**src/verilog/can_mode_pkg.sv**
```systemverilog
package can_mode_pkg;

   // ****************************************
   // register map (byte addresses, our choice)
   // ****************************************
   localparam logic [7:0] ADDR_CTL0    = 8'h00;
   localparam logic [7:0] ADDR_CTL1    = 8'h04;
   localparam logic [7:0] ADDR_MISC    = 8'h08;
   localparam logic [7:0] ADDR_TXERR   = 8'h0C;
   localparam logic [7:0] ADDR_STATUS  = 8'h10;
   localparam logic [7:0] ADDR_TBSEL   = 8'h14;
   localparam logic [7:0] ADDR_BUFRD   = 8'h18;
   localparam logic [7:0] ADDR_TSTAMP  = 8'h1C;

   // ****************************************
   // control register zero fields
   // ****************************************
   localparam int BIT_RECEIVED_FRAME_FLAG  = 7;
   localparam int BIT_RECEIVER_ACTIVE  = 6;
   localparam int BIT_STOP_IN_WAIT  = 5;
   localparam int BIT_SYNC   = 4;
   localparam int BIT_TIME   = 3;
   localparam int BIT_WAKEUP_ENABLE   = 2;
   localparam int BIT_SLEEP_REQUEST  = 1;
   localparam int BIT_INIT_REQUEST = 0;

   // control register one fields
   localparam int BIT_MODULE_ENABLE   = 7;
   localparam int BIT_BUSOFF_RECOVERY_MODE   = 3;
   localparam int BIT_SLEEP_ACKNOWLEDGE  = 1;
   localparam int BIT_INIT_ACKNOWLEDGE = 0;

   // miscellaneous register field
   localparam int BIT_BUSOFF_HOLD = 0;

   // status register fields
   localparam int BIT_BUSOFF = 0;
   localparam int BIT_SLEEP  = 1;

   localparam logic [7:0] CTL0_RESET = 8'h01;
   localparam logic [7:0] CTL1_RESET = 8'h00;

   localparam logic [1:0] RESP_OKAY   = 2'h0;
   localparam logic [1:0] RESP_SLVERR = 2'h2;

   // ****************************************
   // bus-off recovery figures
   // ****************************************
   localparam int RECESSIVE_RUN  = 11;
   localparam int RECOVERY_RUNS  = 128;

   // ****************************************
   // carriers
   // ****************************************
   typedef struct packed {
      logic       rx_valid_frame;
      logic       receiving;
      logic       transmitting;
      logic       synchronized;
      logic       eof_pulse;
      logic       frame_was_rx;
      logic       bus_traffic;
      logic       bus_idle;
      logic       recessive_bit;
      logic       bit_tick;
      logic       loopback;
      logic       busoff_enter;
   } link_status_t;

   typedef struct packed {
      logic        we;
      logic [3:0]  addr;
      logic [15:0] data;
   } stamp_write_t;

endpackage

```
**src/verilog/bit_timer.sv**
```systemverilog
`timescale 1ns/1ns
module bit_timer #(
   parameter int WIDTH = 16
) (
   input  wire logic             sys_clk,
   input  wire logic             sys_rst,
   input  wire logic             enable,
   input  wire logic             tick,
   output logic      [WIDTH-1:0] count
);
   // free running while enabled, cleared whenever disabled
   always_ff @(posedge sys_clk) begin
      if (sys_rst || !enable) begin
         count <= '0;
      end else if (tick) begin
         count <= count + 1'b1;
      end
   end
endmodule

```
**src/verilog/recessive_counter.sv**
```systemverilog
`timescale 1ns/1ns
module recessive_counter #(
   parameter int RUN  = 11,
   parameter int RUNS = 128
) (
   input  wire logic sys_clk,
   input  wire logic sys_rst,
   input  wire logic active,
   input  wire logic tick,
   input  wire logic recessive,
   output logic      done
);
   logic [7:0] bit_reg;
   logic [8:0] run_reg;

   // counts runs of consecutive recessive bits while armed
   always_ff @(posedge sys_clk) begin
      if (sys_rst || !active) begin
         bit_reg <= '0;
         run_reg <= '0;
      end else if (tick && !done) begin
         if (!recessive) begin
            bit_reg <= '0;
         end else if (bit_reg == 8'(RUN - 1)) begin
            bit_reg <= '0;
            run_reg <= run_reg + 1'b1;
         end else begin
            bit_reg <= bit_reg + 1'b1;
         end
      end
   end

   assign done = (run_reg == 9'(RUNS));
endmodule

```
**src/verilog/can_mode_control.sv**
```systemverilog
`timescale 1ns/1ns
module can_mode_control #(
   parameter int TIMER_WIDTH = 16,
   parameter int TX_BUFFERS  = 3
) (
   input  wire logic                     sys_clk,
   input  wire logic                     sys_rst,
   // axi4-lite slave
   input  wire logic [7:0]               s_axi_awaddr,
   input  wire logic                     s_axi_awvalid,
   output logic                          s_axi_awready,
   input  wire logic [31:0]              s_axi_wdata,
   input  wire logic [3:0]               s_axi_wstrb,
   input  wire logic                     s_axi_wvalid,
   output logic                          s_axi_wready,
   output logic      [1:0]               s_axi_bresp,
   output logic                          s_axi_bvalid,
   input  wire logic                     s_axi_bready,
   input  wire logic [7:0]               s_axi_araddr,
   input  wire logic                     s_axi_arvalid,
   output logic                          s_axi_arready,
   output logic      [31:0]              s_axi_rdata,
   output logic      [1:0]               s_axi_rresp,
   output logic                          s_axi_rvalid,
   input  wire logic                     s_axi_rready,
   // protocol core side
   input  can_mode_pkg::link_status_t    link,
   input  wire logic [7:0]               tx_error_count,
   input  wire logic [TX_BUFFERS-1:0]    tx_buffer_empty_flag,
   input  wire logic                     rx_buffer_full_flag,
   input  wire logic [31:0]              buffer_read_data,
   input  wire logic                     wait_mode,
   output logic                          bus_clock_enable,
   output logic                          busoff_recover,
   output logic                          wakeup,
   output can_mode_pkg::stamp_write_t    stamp_write
);

   // ****************************************
   // registers
   // ****************************************
   logic [7:0]             ctl0_reg;
   logic                   module_enable_reg;
   logic                   busoff_recovery_mode_reg;
   logic                   busoff_hold_reg;
   logic                   init_acknowledge_reg;
   logic                   sleep_acknowledge_reg;
   logic                   sleep_wakeup_enable_reg;
   logic                   busoff_reg;
   logic [TX_BUFFERS-1:0]  tx_buffer_select_reg;
   logic [TIMER_WIDTH-1:0] timer_count;
   logic                   runs_done;
   logic                   init_mode;
   logic                   sleep_mode;

   logic        aw_held_reg;
   logic        w_held_reg;
   logic [7:0]  aw_addr_reg;
   logic [31:0] w_data_reg;
   logic [3:0]  w_strb_reg;
   logic        wr_fire;
   logic        wr_ok;
   logic        rd_ok;
   logic [31:0] rd_value;

   assign init_mode  = ctl0_reg[can_mode_pkg::BIT_INIT_REQUEST] && init_acknowledge_reg;
   assign sleep_mode = ctl0_reg[can_mode_pkg::BIT_SLEEP_REQUEST] && sleep_acknowledge_reg;

   // ****************************************
   // axi4-lite write path
   // ****************************************
   assign s_axi_awready = !aw_held_reg && !s_axi_bvalid;
   assign s_axi_wready  = !w_held_reg && !s_axi_bvalid;
   assign wr_fire       = aw_held_reg && w_held_reg && !s_axi_bvalid;

   always_ff @(posedge sys_clk) begin
      if (sys_rst) begin
         aw_held_reg <= 1'b0;
         aw_addr_reg <= 8'h00;
      end else if (s_axi_awvalid && s_axi_awready) begin
         aw_held_reg <= 1'b1;
         aw_addr_reg <= s_axi_awaddr;
      end else if (wr_fire) begin
         aw_held_reg <= 1'b0;
      end
   end

   always_ff @(posedge sys_clk) begin
      if (sys_rst) begin
         w_held_reg <= 1'b0;
         w_data_reg <= 32'h00000000;
         w_strb_reg <= 4'h0;
      end else if (s_axi_wvalid && s_axi_wready) begin
         w_held_reg <= 1'b1;
         w_data_reg <= s_axi_wdata;
         w_strb_reg <= s_axi_wstrb;
      end else if (wr_fire) begin
         w_held_reg <= 1'b0;
      end
   end

   always_comb begin
      unique case (aw_addr_reg)
         can_mode_pkg::ADDR_CTL0,
         can_mode_pkg::ADDR_CTL1,
         can_mode_pkg::ADDR_MISC,
         can_mode_pkg::ADDR_TBSEL: wr_ok = 1'b1;
         // read-only registers: write unimplemented
         default:                  wr_ok = 1'b0;
      endcase
   end

   always_ff @(posedge sys_clk) begin
      if (sys_rst) begin
         s_axi_bvalid <= 1'b0;
         s_axi_bresp  <= can_mode_pkg::RESP_OKAY;
      end else if (wr_fire) begin
         s_axi_bvalid <= 1'b1;
         s_axi_bresp  <= wr_ok ? can_mode_pkg::RESP_OKAY : can_mode_pkg::RESP_SLVERR;
      end else if (s_axi_bready) begin
         s_axi_bvalid <= 1'b0;
      end
   end

   logic wr_byte0;
   assign wr_byte0 = wr_fire && w_strb_reg[0];

   // ****************************************
   // control register zero
   // ****************************************
   always_ff @(posedge sys_clk) begin
      if (sys_rst) begin
         ctl0_reg <= can_mode_pkg::CTL0_RESET;
      end else begin
         // received frame flag: set beats a clearing write
         if (link.rx_valid_frame) begin
            ctl0_reg[can_mode_pkg::BIT_RECEIVED_FRAME_FLAG] <= 1'b1;
         end else if (init_mode) begin
            ctl0_reg[can_mode_pkg::BIT_RECEIVED_FRAME_FLAG] <= 1'b0;
         end else if (wr_byte0 && aw_addr_reg == can_mode_pkg::ADDR_CTL0
                      && w_data_reg[can_mode_pkg::BIT_RECEIVED_FRAME_FLAG]) begin
            ctl0_reg[can_mode_pkg::BIT_RECEIVED_FRAME_FLAG] <= 1'b0;
         end
         // status mirrors, read-only to software
         ctl0_reg[can_mode_pkg::BIT_RECEIVER_ACTIVE] <= !init_mode && link.receiving
                                              && !link.transmitting;
         ctl0_reg[can_mode_pkg::BIT_SYNC]  <= !init_mode && link.synchronized;
         if (init_mode) begin
            ctl0_reg[can_mode_pkg::BIT_STOP_IN_WAIT] <= 1'b0;
            ctl0_reg[can_mode_pkg::BIT_TIME]  <= 1'b0;
         end else if (wr_byte0 && aw_addr_reg == can_mode_pkg::ADDR_CTL0) begin
            ctl0_reg[can_mode_pkg::BIT_STOP_IN_WAIT] <= w_data_reg[can_mode_pkg::BIT_STOP_IN_WAIT];
            ctl0_reg[can_mode_pkg::BIT_TIME]  <= w_data_reg[can_mode_pkg::BIT_TIME];
         end
         // wakeup enable and sleep request stay writable outside init only
         if (wr_byte0 && aw_addr_reg == can_mode_pkg::ADDR_CTL0 && !init_mode) begin
            ctl0_reg[can_mode_pkg::BIT_WAKEUP_ENABLE]  <= w_data_reg[can_mode_pkg::BIT_WAKEUP_ENABLE];
            ctl0_reg[can_mode_pkg::BIT_SLEEP_REQUEST] <= w_data_reg[can_mode_pkg::BIT_SLEEP_REQUEST];
         end else if (wakeup) begin
            ctl0_reg[can_mode_pkg::BIT_SLEEP_REQUEST] <= 1'b0;
         end
         // init request writable in every mode
         if (wr_byte0 && aw_addr_reg == can_mode_pkg::ADDR_CTL0) begin
            ctl0_reg[can_mode_pkg::BIT_INIT_REQUEST] <= w_data_reg[can_mode_pkg::BIT_INIT_REQUEST];
         end
      end
   end

   // ****************************************
   // control one and misc
   // ****************************************
   always_ff @(posedge sys_clk) begin
      if (sys_rst) begin
         module_enable_reg        <= 1'b0;
         busoff_recovery_mode_reg <= 1'b0;
      end else if (wr_byte0 && aw_addr_reg == can_mode_pkg::ADDR_CTL1 && init_mode) begin
         module_enable_reg        <= w_data_reg[can_mode_pkg::BIT_MODULE_ENABLE];
         busoff_recovery_mode_reg <= w_data_reg[can_mode_pkg::BIT_BUSOFF_RECOVERY_MODE];
      end
   end

   always_ff @(posedge sys_clk) begin
      if (sys_rst) begin
         busoff_hold_reg <= 1'b0;
      end else if (link.busoff_enter && busoff_recovery_mode_reg) begin
         busoff_hold_reg <= 1'b1;
      end else if (wr_byte0 && aw_addr_reg == can_mode_pkg::ADDR_MISC
                   && w_data_reg[can_mode_pkg::BIT_BUSOFF_HOLD]) begin
         busoff_hold_reg <= 1'b0;
      end
   end

   always_ff @(posedge sys_clk) begin
      if (sys_rst) begin
         tx_buffer_select_reg <= '0;
      end else if (wr_byte0 && aw_addr_reg == can_mode_pkg::ADDR_TBSEL) begin
         tx_buffer_select_reg <= w_data_reg[TX_BUFFERS-1:0];
      end
   end

   // ****************************************
   // mode handshakes
   // ****************************************
   always_ff @(posedge sys_clk) begin
      if (sys_rst) begin
         init_acknowledge_reg <= 1'b0;
      end else begin
         init_acknowledge_reg <= ctl0_reg[can_mode_pkg::BIT_INIT_REQUEST];
      end
   end

   // sleep is granted only on an idle bus, never mid-frame
   always_ff @(posedge sys_clk) begin
      if (sys_rst) begin
         sleep_acknowledge_reg <= 1'b0;
         sleep_wakeup_enable_reg        <= 1'b0;
      end else if (!ctl0_reg[can_mode_pkg::BIT_SLEEP_REQUEST] || wakeup) begin
         sleep_acknowledge_reg <= 1'b0;
      end else if (!sleep_acknowledge_reg && link.bus_idle) begin
         sleep_acknowledge_reg <= 1'b1;
         sleep_wakeup_enable_reg        <= ctl0_reg[can_mode_pkg::BIT_WAKEUP_ENABLE];
      end
   end

   // wake-up enable latched at sleep entry, later edits have no effect
   assign wakeup = sleep_mode && sleep_wakeup_enable_reg && link.bus_traffic;

   // bus interface clocks gated off in wait mode when asked
   assign bus_clock_enable = !(wait_mode && ctl0_reg[can_mode_pkg::BIT_STOP_IN_WAIT]);

   // ****************************************
   // bus-off recovery
   // ****************************************
   always_ff @(posedge sys_clk) begin
      if (sys_rst || busoff_recover) begin
         busoff_reg <= 1'b0;
      end else if (link.busoff_enter) begin
         busoff_reg <= 1'b1;
      end
   end

   recessive_counter #(
      .RUN  (can_mode_pkg::RECESSIVE_RUN),
      .RUNS (can_mode_pkg::RECOVERY_RUNS)
   ) u_recessive (
      .sys_clk   (sys_clk),
      .sys_rst   (sys_rst),
      .active    (busoff_reg),
      .tick      (link.bit_tick),
      .recessive (link.recessive_bit),
      .done      (runs_done)
   );

   assign busoff_recover = busoff_reg && runs_done
                           && (!busoff_recovery_mode_reg || !busoff_hold_reg);

   // ****************************************
   // time stamp
   // ****************************************
   bit_timer #(
      .WIDTH (TIMER_WIDTH)
   ) u_timer (
      .sys_clk (sys_clk),
      .sys_rst (sys_rst),
      .enable  (ctl0_reg[can_mode_pkg::BIT_TIME]),
      .tick    (link.bit_tick),
      .count   (timer_count)
   );

   always_ff @(posedge sys_clk) begin
      if (sys_rst) begin
         stamp_write <= '0;
      end else begin
         stamp_write.we   <= ctl0_reg[can_mode_pkg::BIT_TIME] && link.eof_pulse
                             && !(link.loopback && link.frame_was_rx);
         stamp_write.addr <= 4'hE;
         stamp_write.data <= 16'(timer_count);
      end
   end

   // ****************************************
   // axi4-lite read path
   // ****************************************
   always_comb begin
      rd_value = 32'h00000000;
      rd_ok    = 1'b1;
      unique case (s_axi_araddr)
         can_mode_pkg::ADDR_CTL0:   rd_value[7:0] = ctl0_reg;
         can_mode_pkg::ADDR_CTL1: begin
            rd_value[can_mode_pkg::BIT_MODULE_ENABLE]   = module_enable_reg;
            rd_value[can_mode_pkg::BIT_BUSOFF_RECOVERY_MODE]   = busoff_recovery_mode_reg;
            rd_value[can_mode_pkg::BIT_SLEEP_ACKNOWLEDGE]  = sleep_acknowledge_reg;
            rd_value[can_mode_pkg::BIT_INIT_ACKNOWLEDGE] = init_acknowledge_reg;
         end
         can_mode_pkg::ADDR_MISC:   rd_value[can_mode_pkg::BIT_BUSOFF_HOLD] = busoff_hold_reg;
         can_mode_pkg::ADDR_TXERR: begin
            rd_ok = sleep_mode || init_mode;
            if (rd_ok) begin
               rd_value[7:0] = tx_error_count;
            end
         end
         can_mode_pkg::ADDR_STATUS: begin
            rd_value[can_mode_pkg::BIT_BUSOFF] = busoff_reg;
            rd_value[can_mode_pkg::BIT_SLEEP]  = sleep_mode;
         end
         can_mode_pkg::ADDR_TBSEL:  rd_value[TX_BUFFERS-1:0] = tx_buffer_select_reg;
         can_mode_pkg::ADDR_BUFRD: begin
            // rx gate when nothing selected, else selected tx must be empty
            rd_ok = (tx_buffer_select_reg == '0) ? rx_buffer_full_flag
                    : ((tx_buffer_select_reg & ~tx_buffer_empty_flag) == '0);
            if (rd_ok) begin
               rd_value = buffer_read_data;
            end
         end
         can_mode_pkg::ADDR_TSTAMP: rd_value[TIMER_WIDTH-1:0] = timer_count;
         default:                   rd_ok = 1'b0;
      endcase
   end

   assign s_axi_arready = !s_axi_rvalid;

   always_ff @(posedge sys_clk) begin
      if (sys_rst) begin
         s_axi_rvalid <= 1'b0;
         s_axi_rdata  <= 32'h00000000;
         s_axi_rresp  <= can_mode_pkg::RESP_OKAY;
      end else if (s_axi_arvalid && s_axi_arready) begin
         s_axi_rvalid <= 1'b1;
         s_axi_rdata  <= rd_value;
         s_axi_rresp  <= rd_ok ? can_mode_pkg::RESP_OKAY : can_mode_pkg::RESP_SLVERR;
      end else if (s_axi_rready) begin
         s_axi_rvalid <= 1'b0;
      end
   end

endmodule

```
**config.mk**
```make
export PLATFORM = sky130hd
export DESIGN_NAME = can_mode_control
export DESIGN_NICKNAME = d
export VERILOG_FILES = /design/src/verilog/can_mode_pkg.sv /design/src/verilog/bit_timer.sv /design/src/verilog/recessive_counter.sv /design/src/verilog/can_mode_control.sv
export SDC_FILE = /design/constraint.sdc
export NUM_CORES = 1
export LEC_CHECK = 0
export BUFFER_PORTS_ARGS = -buffer_cell sky130_fd_sc_hd__buf_2
export CORE_ASPECT_RATIO = 0.8
export CORE_MARGIN = 2
export CORE_UTILIZATION = 45
export DETAILED_ROUTE_END_ITERATION = 8
export PLACE_DENSITY = 0.73
export SLEW_MARGIN = 10
export SYNTH_ARGS = -nofsm -noshare
export SYNTH_HDL_FRONTEND = slang
export SYNTH_SLANG_ARGS = --single-unit
```
**constraint.sdc**
```tcl
create_clock -name sys_clk -period 2 [get_ports sys_clk]
set_input_delay 0.2 -clock sys_clk [delete_from_list [all_inputs] [get_ports sys_clk]]
set_output_delay 0.2 -clock sys_clk [all_outputs]
set_load 0.01 [all_outputs]
```
---- Word-level counts from Yosys, hierarchy flattened ----
Cells that the tools add are included.
storage, ports and cells
  register bits ........................... 129
cells by class
  bitwise operators ....................... 3
  add/subtract/negate cells ............... 3
  equal/unequal tests ..................... 12
  reduce and logical (&&, ||, !) cells .... 70
  mux-type cells .......................... 32
operators by type and width
  kind                   count
  $eq 8x5->1 const B     5
  $eq 8x4->1 const B     4
  $logic_and 1x1->1      32
  $mux 32                1
  $mux 8                 3
  $mux 20                1
  $add 16x1->16 const B  1
  $eq 8x3->1 const B     2
  $logic_not 8->1        2
  $mux 1                 16
  $mux 16                1
  $pmux 8 s2             1
  $logic_not 1->1        15
  $pmux 1 s5             3
  $pmux 3 s4             1
  $reduce_bool 2->1      6
  $add 9x1->9 const B    1
  $eq 9x8->1 const B     1
  $add 8x1->8 const B    1
  $pmux 1 s8             1
  $pmux 1 s7             1
  $logic_not 3->1        2
  $logic_or 1x1->1       6
  $reduce_or 6->1        1
  10 further kinds       12

---- Depth between registers and ports, before layout ----
Gate-level depths: netlist of the first run.
  depth after elaboration ................. 8
  gate-level depth with buffers ........... 8
  mapped depth without buffers ............ 7

---- By module ----
From an unflattened synthesis of the first run, not the netlist that was laid out.
unflattened totals
  cells, all modules ...................... 631
  area total of the unflattened synthesis .. 5691.7 µm²
modules (own cells, without submodules)
  module             instances  cells each  area each (µm²)
  can_mode_control   1          446         4016.4
  recessive_counter  1          106         954.7
  bit_timer          1          79          720.7

---- Least setup slack after synthesis of the first run ----
No wires, ideal clock.
  kind .................................... register -> register
  start point ............................. register u_recessive.run_reg[2]
  end point ............................... register u_recessive.bit_reg[1]
  path slack .............................. 202 ps
  setup time .............................. 79 ps
  cell stages (with the launch flop) ...... 7
  arrival time ............................ 1718 ps
  path through ............................ dfxtp_1 or4_4 o41ai_4 a21oi_1 or2_1 buf_6 a211oi_2
on the way
  longest elaborated chain between the ends .. 3
RTL lines
  what                    line                     source
  from (decl)             recessive_counter.sv:14  logic [8:0] run_reg;
  from (signal assigned)  recessive_counter.sv:26  run_reg <= run_reg + 1'b1;
  $eq 9x8->1              recessive_counter.sv:33  assign done = (run_reg == 9'(RUNS));
  $logic_not 1->1         recessive_counter.sv:21  end else if (tick && !done) begin
  $logic_and 1x1->1       recessive_counter.sv:21
  to (signal assigned)    recessive_counter.sv:28  bit_reg <= bit_reg + 1'b1;
  to (decl)               recessive_counter.sv:13  logic [7:0] bit_reg;
No other way between the ends.
A chain may end at the register's enable or synchronous reset.

---- Final worst setup path of the first run ----
  start point ............................. register u_recessive.run_reg[5]
  end point ............................... output port busoff_recover
on the way
  longest elaborated chain between the ends .. 3
RTL lines
  what               line                     source
  $eq 9x8->1         recessive_counter.sv:33
  $logic_and 1x1->1  can_mode_control.sv:254  assign busoff_recover = busoff_reg && runs_done
  $logic_and 1x1->1  can_mode_control.sv:255  && (!busoff_recovery_mode_reg || !busoff_hold_reg);
  to (decl)          can_mode_control.sv:34   output logic busoff_recover,
No other way between the ends.

==> metrics.yaml, run 1 <==
viasPerCell: 5.38
setup_viol: 1
grt_setup_unrepaired: "true"
place_area_sq_um: 6120
ys_warn_count: 0
drc: 0
yosysTopAreaCell: "dfxtp_1"
fill_cells: 988
grt_pass1_wl_mm: 22.9
largest_register_ffs: 32
synthesis.area_sq_um: 5220
fin_ws_ps: -36.0
syn_avg_cell_area_sq_um: 8.57
grt_max_degree: 48
synth.top_cell.area_share_pct: 46.8
holdWs_ps: 22.9
largestRegisters: "s_axi_rdata: 32 flops, stamp_write: 18 flops, u_timer.count: 16 flops"
drt_iter0_drc: 402
ir_drop_uv: 604
critPathKind: "reg2out"
critPathRequiredTime_ps: 1800
cts_sinks: 122
antenna_found_initial: 0
max_cap_viol_count: 0
synthTopCellsByArea: "dfxtp_1 47%, nand2_1 6.6%, nor2_1 5.2%"
violations: "negative setup slack"
coreArea_sq_um: 11400
io_pins: 181
reg2reg_depth: 5
pre_cts_ws_ps: -65.5
die_h_um: 100
syn-instance-count: 609
largest-register: "s_axi_rdata"
start_util_pct: 45.7
synth_ff_type: "dfxtp_1"
cts-buffers-inserted: 17
startpoint_type: "flip-flop"
worst_pin_slew_ps: 665
gp_congestion: 0.858
clk_latency_ps: 410
finClkSkew_ps: 8.59
die_x_um: 124
fin_area_sq_um: 6840
grt_overflow_total: 0
ys_seq_area_share_pct: 46.8
async_flop_share_pct: 0
grt.total_usage_pct: 22.9
period_minus_slack_ps: 2040
max_slew_margin_pct: 55.5
rows: 35
fmax_ghz: 0.491
wl_per_cell_um: 15.2
clk_pin_slew_ps: 50
antenna_cells: 0
finalCritPeriodShare_pct: 102
post_synth_num_cell_types: 59
die-area_sq_um: 12500
outcome: "complete, but fails checks"
cp.arrival_ps: 1840
routed_wl_mm: 14.2
drtAntennaViolNets: 0
power.total_w: 0.00570
synth_commonest_cells: "122 x dfxtp_1, 92 x nand2_1, 72 x nor2_1"
syn2layout_area_growth_pct: 31.0
cp-end-kind: "primary output"
nets: 894
hold_path.class: "in2reg"
drv_slew: 0
synth_edf_count: 0
leakage_nw: 2.81
worstPathMaxFanout: 3
via_count: 5020
dp.cells: 891
h-tree-depth: 4
power.density_nw_per_um2: 833
timing.final.hold_violations: 0
drive_gt1_share_pct: 27.0
grt_pass1_vias: 4851
port_buffers: 148
cts-root-buf: "clkbuf_16"
cts_tree: "done"
dp_hpwl_mm: 10.3
cts_buffer_depth: 2
min_path_cells: 3
synth_seq_cells: 122
layoutNonFillerInstCount: 933
first_pass_iters: 7
yosysMostFrequentCell: "dfxtp_1"
cells in the final DEF, fill, tap and decap left out, types with 4 or more instances in the layout:
cell type / netlist / final
and2_1: 6 / 6
nand2_1: 92 / 92
nor2_1: 72 / 72
buf_2: 3 / 147
dfxtp_1: 122 / 121
and3_1: 6 / 5
inv_1: 14 / 14
a31oi_1: 6 / 6
nand2b_1: 5 / 5
nor3_1: 11 / 11
nand3_1: 37 / 36
buf_4: 6 / 19
clkinv_2: 0 / 5
nand4_1: 9 / 9
ha_1: 5 / 5
dlygate4sd3_1: 0 / 10
nor4_1: 9 / 5
o21ai_0: 9 / 9
mux2i_1: 19 / 19
clkbuf_16: 0 / 17
xor2_1: 12 / 12
nor4_2: 1 / 4
xnor2_1: 18 / 18
a21oi_1: 44 / 44
a22oi_1: 10 / 10
nor2b_1: 17 / 17
critical path, cell delays in order, from the launching register on:
cell and delay, ps:
dfxtp_1 340, or4_4 600, nor4_4 160, and3_4 230
buf_6 100
metrics by stage:
step,TNS (ps),util [%]
2_1_floorplan,0,-
3_3_place_gp,-28.2,53.5
3_5_place_dp,-156,53.5
4_1_cts,-54.4,59.3
5_1_grt,-98.8,59.8
6_report,-36.0,59.8
repair_timing:
item	4_1_cts	5_1_grt
setup endpoints to repair	3	8
resized for setup	2	9
buffers inserted	1	0
pin swaps	3	2
endpoints found under the hold margin	10	0
hold buffers	10	0
path summary, 6_finish.rpt:
| kind | startpoint | end | slack [ps] |
|---|---|---|---|
| max | u_recessive.run_reg[5]$_SDFFE_PP0P_ | busoff_recover | -40 |
| max reg2reg | u_recessive.run_reg[5]$_SDFFE_PP0P_ | u_recessive.bit_reg[3]$_SDFFE_PP0P_ | 110 |
| min reg2reg | s_axi_rdata[26]$_SDFFE_PP0P_ | s_axi_rdata[26]$_SDFFE_PP0P_ | 450 |
| min | s_axi_awaddr[7] | aw_addr_reg[7]$_SDFFE_PP0P_ | 20 |
metal layers:
metal	up-vias	part of all wire, %	wire [um]	track usage, %
li1	2446	-	-	-
met1	2328	44	6290	28.4
met2	211	46	6480	37.6
met3	35	7.6	1080	7.14
met4	0	2.6	364	8.73
met5	-	0	0	0
cell type report:
cell class,count,area [sq um],share of cell area (%)
inverters,15,56.3,0.823
flip-flops and latches,122,2440,35.7
well taps,148,185,2.71
multi-input cells,440,2620,38.2
clock inverters,8,70.1,1.02
clock buffers,23,478,6.99
repair buffers,177,990,14.5
power by group:
group / leakage [nW] / switching, W / internal, W
clock: 0.269 / 0.00102 / 0.00178
sequential: 0.988 / 0.0000361 / 0.00247
combinational: 1.56 / 0.000217 / 0.000167
total: 2.81 / 0.00127 / 0.00442
cell families (layout without fill, tap and decap cells):
group                      after synthesis  in the layout  share of synthesized area, %
AOI/OAI and AO/OA                       96             96                          12.2
and+or+nand+nor                        287            287                          26.8
DFF                                    122            122                          46.8
other                                    1              3                        0.0719
adders and majority gates                5              5                          1.20
muxes                                   19             19                          3.64
buffers and inverters                   49            223                          4.32
xor gates and xnor gates                30             30                          5.03
Power figures use the tool's default switching activity.
==> inputs of run 2 (changes only) <==
--- a/config.mk
+++ b/config.mk
@@ -11,7 +11,9 @@
 export CORE_UTILIZATION = 45
 export DETAILED_ROUTE_END_ITERATION = 8
 export PLACE_DENSITY = 0.73
+export SKIP_CTS_REPAIR_TIMING = 1
 export SLEW_MARGIN = 10
 export SYNTH_ARGS = -nofsm -noshare
 export SYNTH_HDL_FRONTEND = slang
 export SYNTH_SLANG_ARGS = --single-unit
+export TNS_END_PERCENT = 1
==> constraint.sdc (replaced) <==
create_clock -name sys_clk -period 2 [get_ports sys_clk]
set_input_delay 0.3 -clock sys_clk [delete_from_list [all_inputs] [get_ports sys_clk]]
set_output_delay 0.3 -clock sys_clk [all_outputs]
set_load 0.01 [all_outputs]
==> run 2 against run 1 <==
Against the previous run: the run still ends with negative setup slack left; largest cell class unchanged; cell count decreased by 0.43%; largest power group unchanged; clock power increased by 14%; cell area is essentially flat; critical path depth stayed put.
==> metrics.yaml, run 2 (synthesis results as in run 1) <==
grt_max_degree: 54
reg2reg_depth: 7
gp_congestion: 0.848
worstPathMaxFanout: 3
antenna_found_initial: 1
cts_sinks: 122
timing.final.hold_violations: 0
coreArea_sq_um: 11400
wl_per_cell_um: 15.3
rows: 35
antenna_cells: 0
h-tree-depth: 4
worst_pin_slew_ps: 728
critPathKind: "reg2out"
min-delay-start: "link[9]"
leakage_nw: 2.84
power.total_w: 0.00608
dp_hpwl_mm: 10.3
fin_ws_ps: -160
cp.arrival_ps: 1860
largestRegisters: "s_axi_rdata: 32 flops, stamp_write: 18 flops, u_timer.count: 16 flops"
cts_tree: "done"
start_util_pct: 45.7
period_minus_slack_ps: 2160
cts-root-buf: "clkbuf_16"
via_count: 5013
rr_endpoint: "u_recessive.run_reg[2]$_SDFFE_PP0P_"
startpoint_type: "flip-flop"
grt_overflow_total: 0
mostFrequentLayoutCells: "148 x buf_2, 120 x dfxtp_1, 92 x nand2_1, 72 x nor2_1, 44 x a21oi_1"
viasPerCell: 5.40
grt_pass1_vias: 4791
cp-end-kind: "primary output"
drt_iter0_drc: 347
grt.total_usage_pct: 22.9
fin_area_sq_um: 6830
largest-register: "s_axi_rdata"
first_pass_iters: 5
drv_slew: 0
largest_register_ffs: 32
r2r-start: "u_recessive.run_reg[5]$_SDFFE_PP0P_"
power.density_nw_per_um2: 889
utilization_pct: 59.8
max_cap_viol_count: 0
max_slew_margin_pct: 50.2
syn2layout_area_growth_pct: 30.9
port_buffers: 148
setup_viol: 2
io_pins: 181
grt_setup_unrepaired: "true"
die-area_sq_um: 12500
ir_drop_uv: 617
routed_wl_mm: 14.3
clk_pin_slew_ps: 50
drive_gt1_share_pct: 28.2
drc: 0
cts_buffer_depth: 2
drtAntennaViolNets: 0
finClkSkew_ps: 10.3
setup_tns_ps: -166
hold_path.class: "in2reg"
fmax_ghz: 0.463
rrSetupSlack_ps: -10
place_area_sq_um: 6150
mostFrequentLayoutCell: "buf_2"
cts-buffers-inserted: 17
violations: "negative setup slack"
critPathRequiredTime_ps: 1700
clk_latency_ps: 420
nets: 889
min_to: "ctl0_reg[6]$_SDFF_PP0_"
die_h_um: 100
outcome: "complete, but fails checks"
grt_pass1_wl_mm: 23.1
min_path_cells: 2
fill_cells: 1008
finalCritPeriodShare_pct: 108
die_x_um: 124
==> run 2: changes by cell type in the layout (fill, tap and decap cells not counted), moves of 2 or more <==
| cell | change |
|---|---|
| buf_4 | +4 |
| clkinv_4 | +2 |
| bufinv_16 | +3 |
| clkbuf_8 | -2 |
| clkinvlp_4 | -2 |
| dlygate4sd3_1 | -10 |
==> run 2: layer usage <==
layer | part of all wire [%] | GRT usage, %
met5 | 0 | 0
met4 | 2.5 | 8.90
met2 | 46 | 38.2
met3 | 6.8 | 6.88
met1 | 44 | 28.2
==> run 2: stage by stage <==
step | hold slack [ps] | setup WS [ps] | std cells
2_1_floorplan | 376 | 197 | 611
3_3_place_gp | 435 | -67.7 | 895
3_5_place_dp | 443 | -119 | 895
4_1_cts | 48.4 | -298 | 927
5_1_grt | 52.9 | -192 | 929
6_report | 56.9 | -160 | 929
==> run 2: layout make-up <==
type	count	area [sq um]	share of cell area, %
Sequential cell	122	2440	35.8
Tap cell	148	185	2.71
Multi-Input combinational cell	440	2600	38.1
Clock inverter	12	171	2.51
Timing Repair Buffer	172	925	13.5
Clock buffer	20	447	6.54
Inverter	15	56.3	0.824
==> run 2: critical path: stages, from the launching register on <==
cell	delay, ps
dfxtp_2	330
or4_4	560
nor4_2	170
and3_1	250
buf_2	150
==> run 2: worst max path at each step <==
stage                                   startpoint                     endpoint  slack (ps)
3_3_place_gp                       s_axi_araddr[7]  s_axi_rdata[2]$_SDFFE_PP0P_         -70
2_1_floorplan                      s_axi_araddr[7]  s_axi_rdata[6]$_SDFFE_PP0P_         200
3_5_place_dp                       s_axi_araddr[7]  s_axi_rdata[6]$_SDFFE_PP0P_        -120
4_1_cts        u_recessive.run_reg[2]$_SDFFE_PP0P_               busoff_recover        -300
6_report       u_recessive.run_reg[5]$_SDFFE_PP0P_               busoff_recover        -160
5_1_grt        u_recessive.run_reg[3]$_SDFFE_PP0P_               busoff_recover        -190
==> run 2: where the power goes <==
| part | leakage, nW | total [W] | internal (W) | switching, W |
|---|---|---|---|---|
| registers | 0.989 | 0.00251 | 0.00247 | 0.0000357 |
| clock network | 0.308 | 0.00320 | 0.00211 | 0.00108 |
| logic | 1.55 | 0.000373 | 0.000158 | 0.000215 |
| total | 2.84 | 0.00608 | 0.00474 | 0.00134 |
==> inputs of run 3 (changes only) <==
==> constraint.sdc (replaced) <==
create_clock -name sys_clk -period 2 [get_ports sys_clk]
set_input_delay 0.3 -clock sys_clk [delete_from_list [all_inputs] [get_ports sys_clk]]
set_output_delay 0.3 -clock sys_clk [all_outputs]
set_load 0.02 [all_outputs]
==> run 3 against run 2 <==
Against the previous run: the run still ends with negative setup slack left; cell area grew 0.29%; setup slack gained 65 ps; combinational power grew 4%; first-iteration DRC count shrank 2.0%; sequential power is essentially flat; critical path depth is the same; register-to-register slack lost 30 ps; clock-buffer cell count is the same; critical path type unchanged; critical endpoint unchanged; largest cell class unchanged.
==> metrics.yaml, run 3 (synthesis results as in run 1) <==
cts-buffers-inserted: 17
startpoint_type: "flip-flop"
die_x_um: 124
multi_input_area_sq_um: 2620
period_minus_slack_ps: 2100
holdWs_ps: 60.4
highest_layer: "met4"
dp.cells: 895
antenna_cells: 0
crit_chain: "or4_4 > nor4_4 > and3_4 > buf_6"
largest-register: "s_axi_rdata"
io_pins: 181
layoutNonFillerInstCount: 929
cts_sinks: 122
cts-root-buf: "clkbuf_16"
max_slew_margin_pct: 55.4
grt_pass1_vias: 4791
gp_congestion: 0.848
first_pass_iters: 5
grt_pass1_wl_mm: 23.1
largest_register_ffs: 32
pwr-share-comb_pct: 6.4
leakage_nw: 2.84
crit_family: "simple AND/OR/NAND/NOR gates"
mostFrequentLayoutCell: "buf_2"
die-area_sq_um: 12500
grt.total_usage_pct: 22.9
ir_drop_uv: 605
drc: 0
grt_setup_unrepaired: "true"
critPathRequiredTime_ps: 1700
violations: "negative setup slack"
route.met2.wl_mm: 6.66
wl_per_cell_um: 15.4
timing.final.hold_violations: 0
dp_hpwl_mm: 10.3
h-tree-depth: 4
grt_overflow_total: 0
outcome: "complete, but fails checks"
antenna_found_initial: 1
max_stage_delay_ps: 550
setup_viol: 3
port_buffers: 148
via_count: 5034
drtAntennaViolNets: 0
fin_ws_ps: -95.8
met3_length_um: 930
viasPerCell: 5.42
seqPwrFrac_pct: 41.2
finalCritPeriodShare_pct: 105
hold_path.class: "in2reg"
cts_tree: "done"
clk_pin_slew_ps: 50
fill_cells: 1004
fmax_ghz: 0.477
crit_slowest_cell: "or4_4"
drv_slew: 0
start_util_pct: 45.7
p_sw_share_pct: 22.1
critPathKind: "reg2out"
switchingPower_w: 0.00134
max_cap_viol_count: 0
routed_wl_mm: 14.3
largestRegisters: "s_axi_rdata: 32 flops, stamp_write: 18 flops, u_timer.count: 16 flops"
power.density_nw_per_um2: 888
drt_iter0_drc: 340
grt_max_degree: 54
path_buf_inv: 1
rows: 35
intPower_w: 0.00474
clk_latency_ps: 410
drive_gt1_share_pct: 28.3
die_h_um: 100
cp-end-kind: "primary output"
syn2layout_area_growth_pct: 31.3
worst_pin_slew_ps: 667
wl_met1_mm: 6.37
coreArea_sq_um: 11400
nets: 889
worstPathMaxFanout: 5
register_area_sq_um: 2440
fin_area_sq_um: 6850
finClkSkew_ps: 7.81
place_area_sq_um: 6150
pwr-share-clk_pct: 52.4
cts_buffer_depth: 2
cp.arrival_ps: 1800
mostFrequentLayoutCells: "147 x buf_2, 120 x dfxtp_1, 92 x nand2_1, 72 x nor2_1, 44 x a21oi_1"
run 3: layer usage:
layer / vias up / GRT usage, %
li1: 2436 / -
met1: 2358 / 28.2
met2: 214 / 38.2
met3: 26 / 6.88
met4: 0 / 8.90
met5: - / 0
run 3: area by class of cell:
type | count | share of cell area, %
Clock buffer | 20 | 6.52
Clock inverter | 12 | 2.50
Inverter | 15 | 0.822
Multi-Input combinational cell | 440 | 38.2
Sequential cell | 122 | 35.7
Tap cell | 148 | 2.70
Timing Repair Buffer | 172 | 13.6
run 3: path summary, 6_finish.rpt:
| check | startpoint | endpoint | slack (ps) | depth (start not counted) |
|---|---|---|---|---|
| max reg2reg | u_recessive.run_reg[3]$_SDFFE_PP0P_ | u_recessive.run_reg[2]$_SDFFE_PP0P_ | -40 | 7 |
| max | u_recessive.run_reg[3]$_SDFFE_PP0P_ | busoff_recover | -100 | 4 |
| min reg2reg | s_axi_rdata[29]$_SDFFE_PP0P_ | s_axi_rdata[29]$_SDFFE_PP0P_ | 450 | 2 |
| min | link[9] | ctl0_reg[6]$_SDFF_PP0_ | 60 | 2 |
run 3: power by group through the flow:
| stage | clock network, W | logic (W) | registers (W) |
|---|---|---|---|
| after floorplan | 0 | 0.000216 | 0.00256 |
| after global placement | 0 | 0.000371 | 0.00255 |
| after detailed placement | 0 | 0.000380 | 0.00256 |
| after CTS | 0.00324 | 0.000383 | 0.00251 |
| after global routing | 0.00337 | 0.000428 | 0.00251 |
| final | 0.00319 | 0.000389 | 0.00251 |
run 3: metrics by stage:
step | setup WS [ps] | power [W] | utilization (%) | TNS (ps)
final | -95.8 | 0.00608 | 60.0 | -146
after global routing | -144 | 0.00631 | 60.0 | -690
after CTS | -332 | 0.00613 | 59.2 | -371
after detailed placement | -119 | 0.00294 | 53.8 | -888
after global placement | -67.7 | 0.00293 | 53.8 | -233
after floorplan | 197 | 0.00277 | - | 0
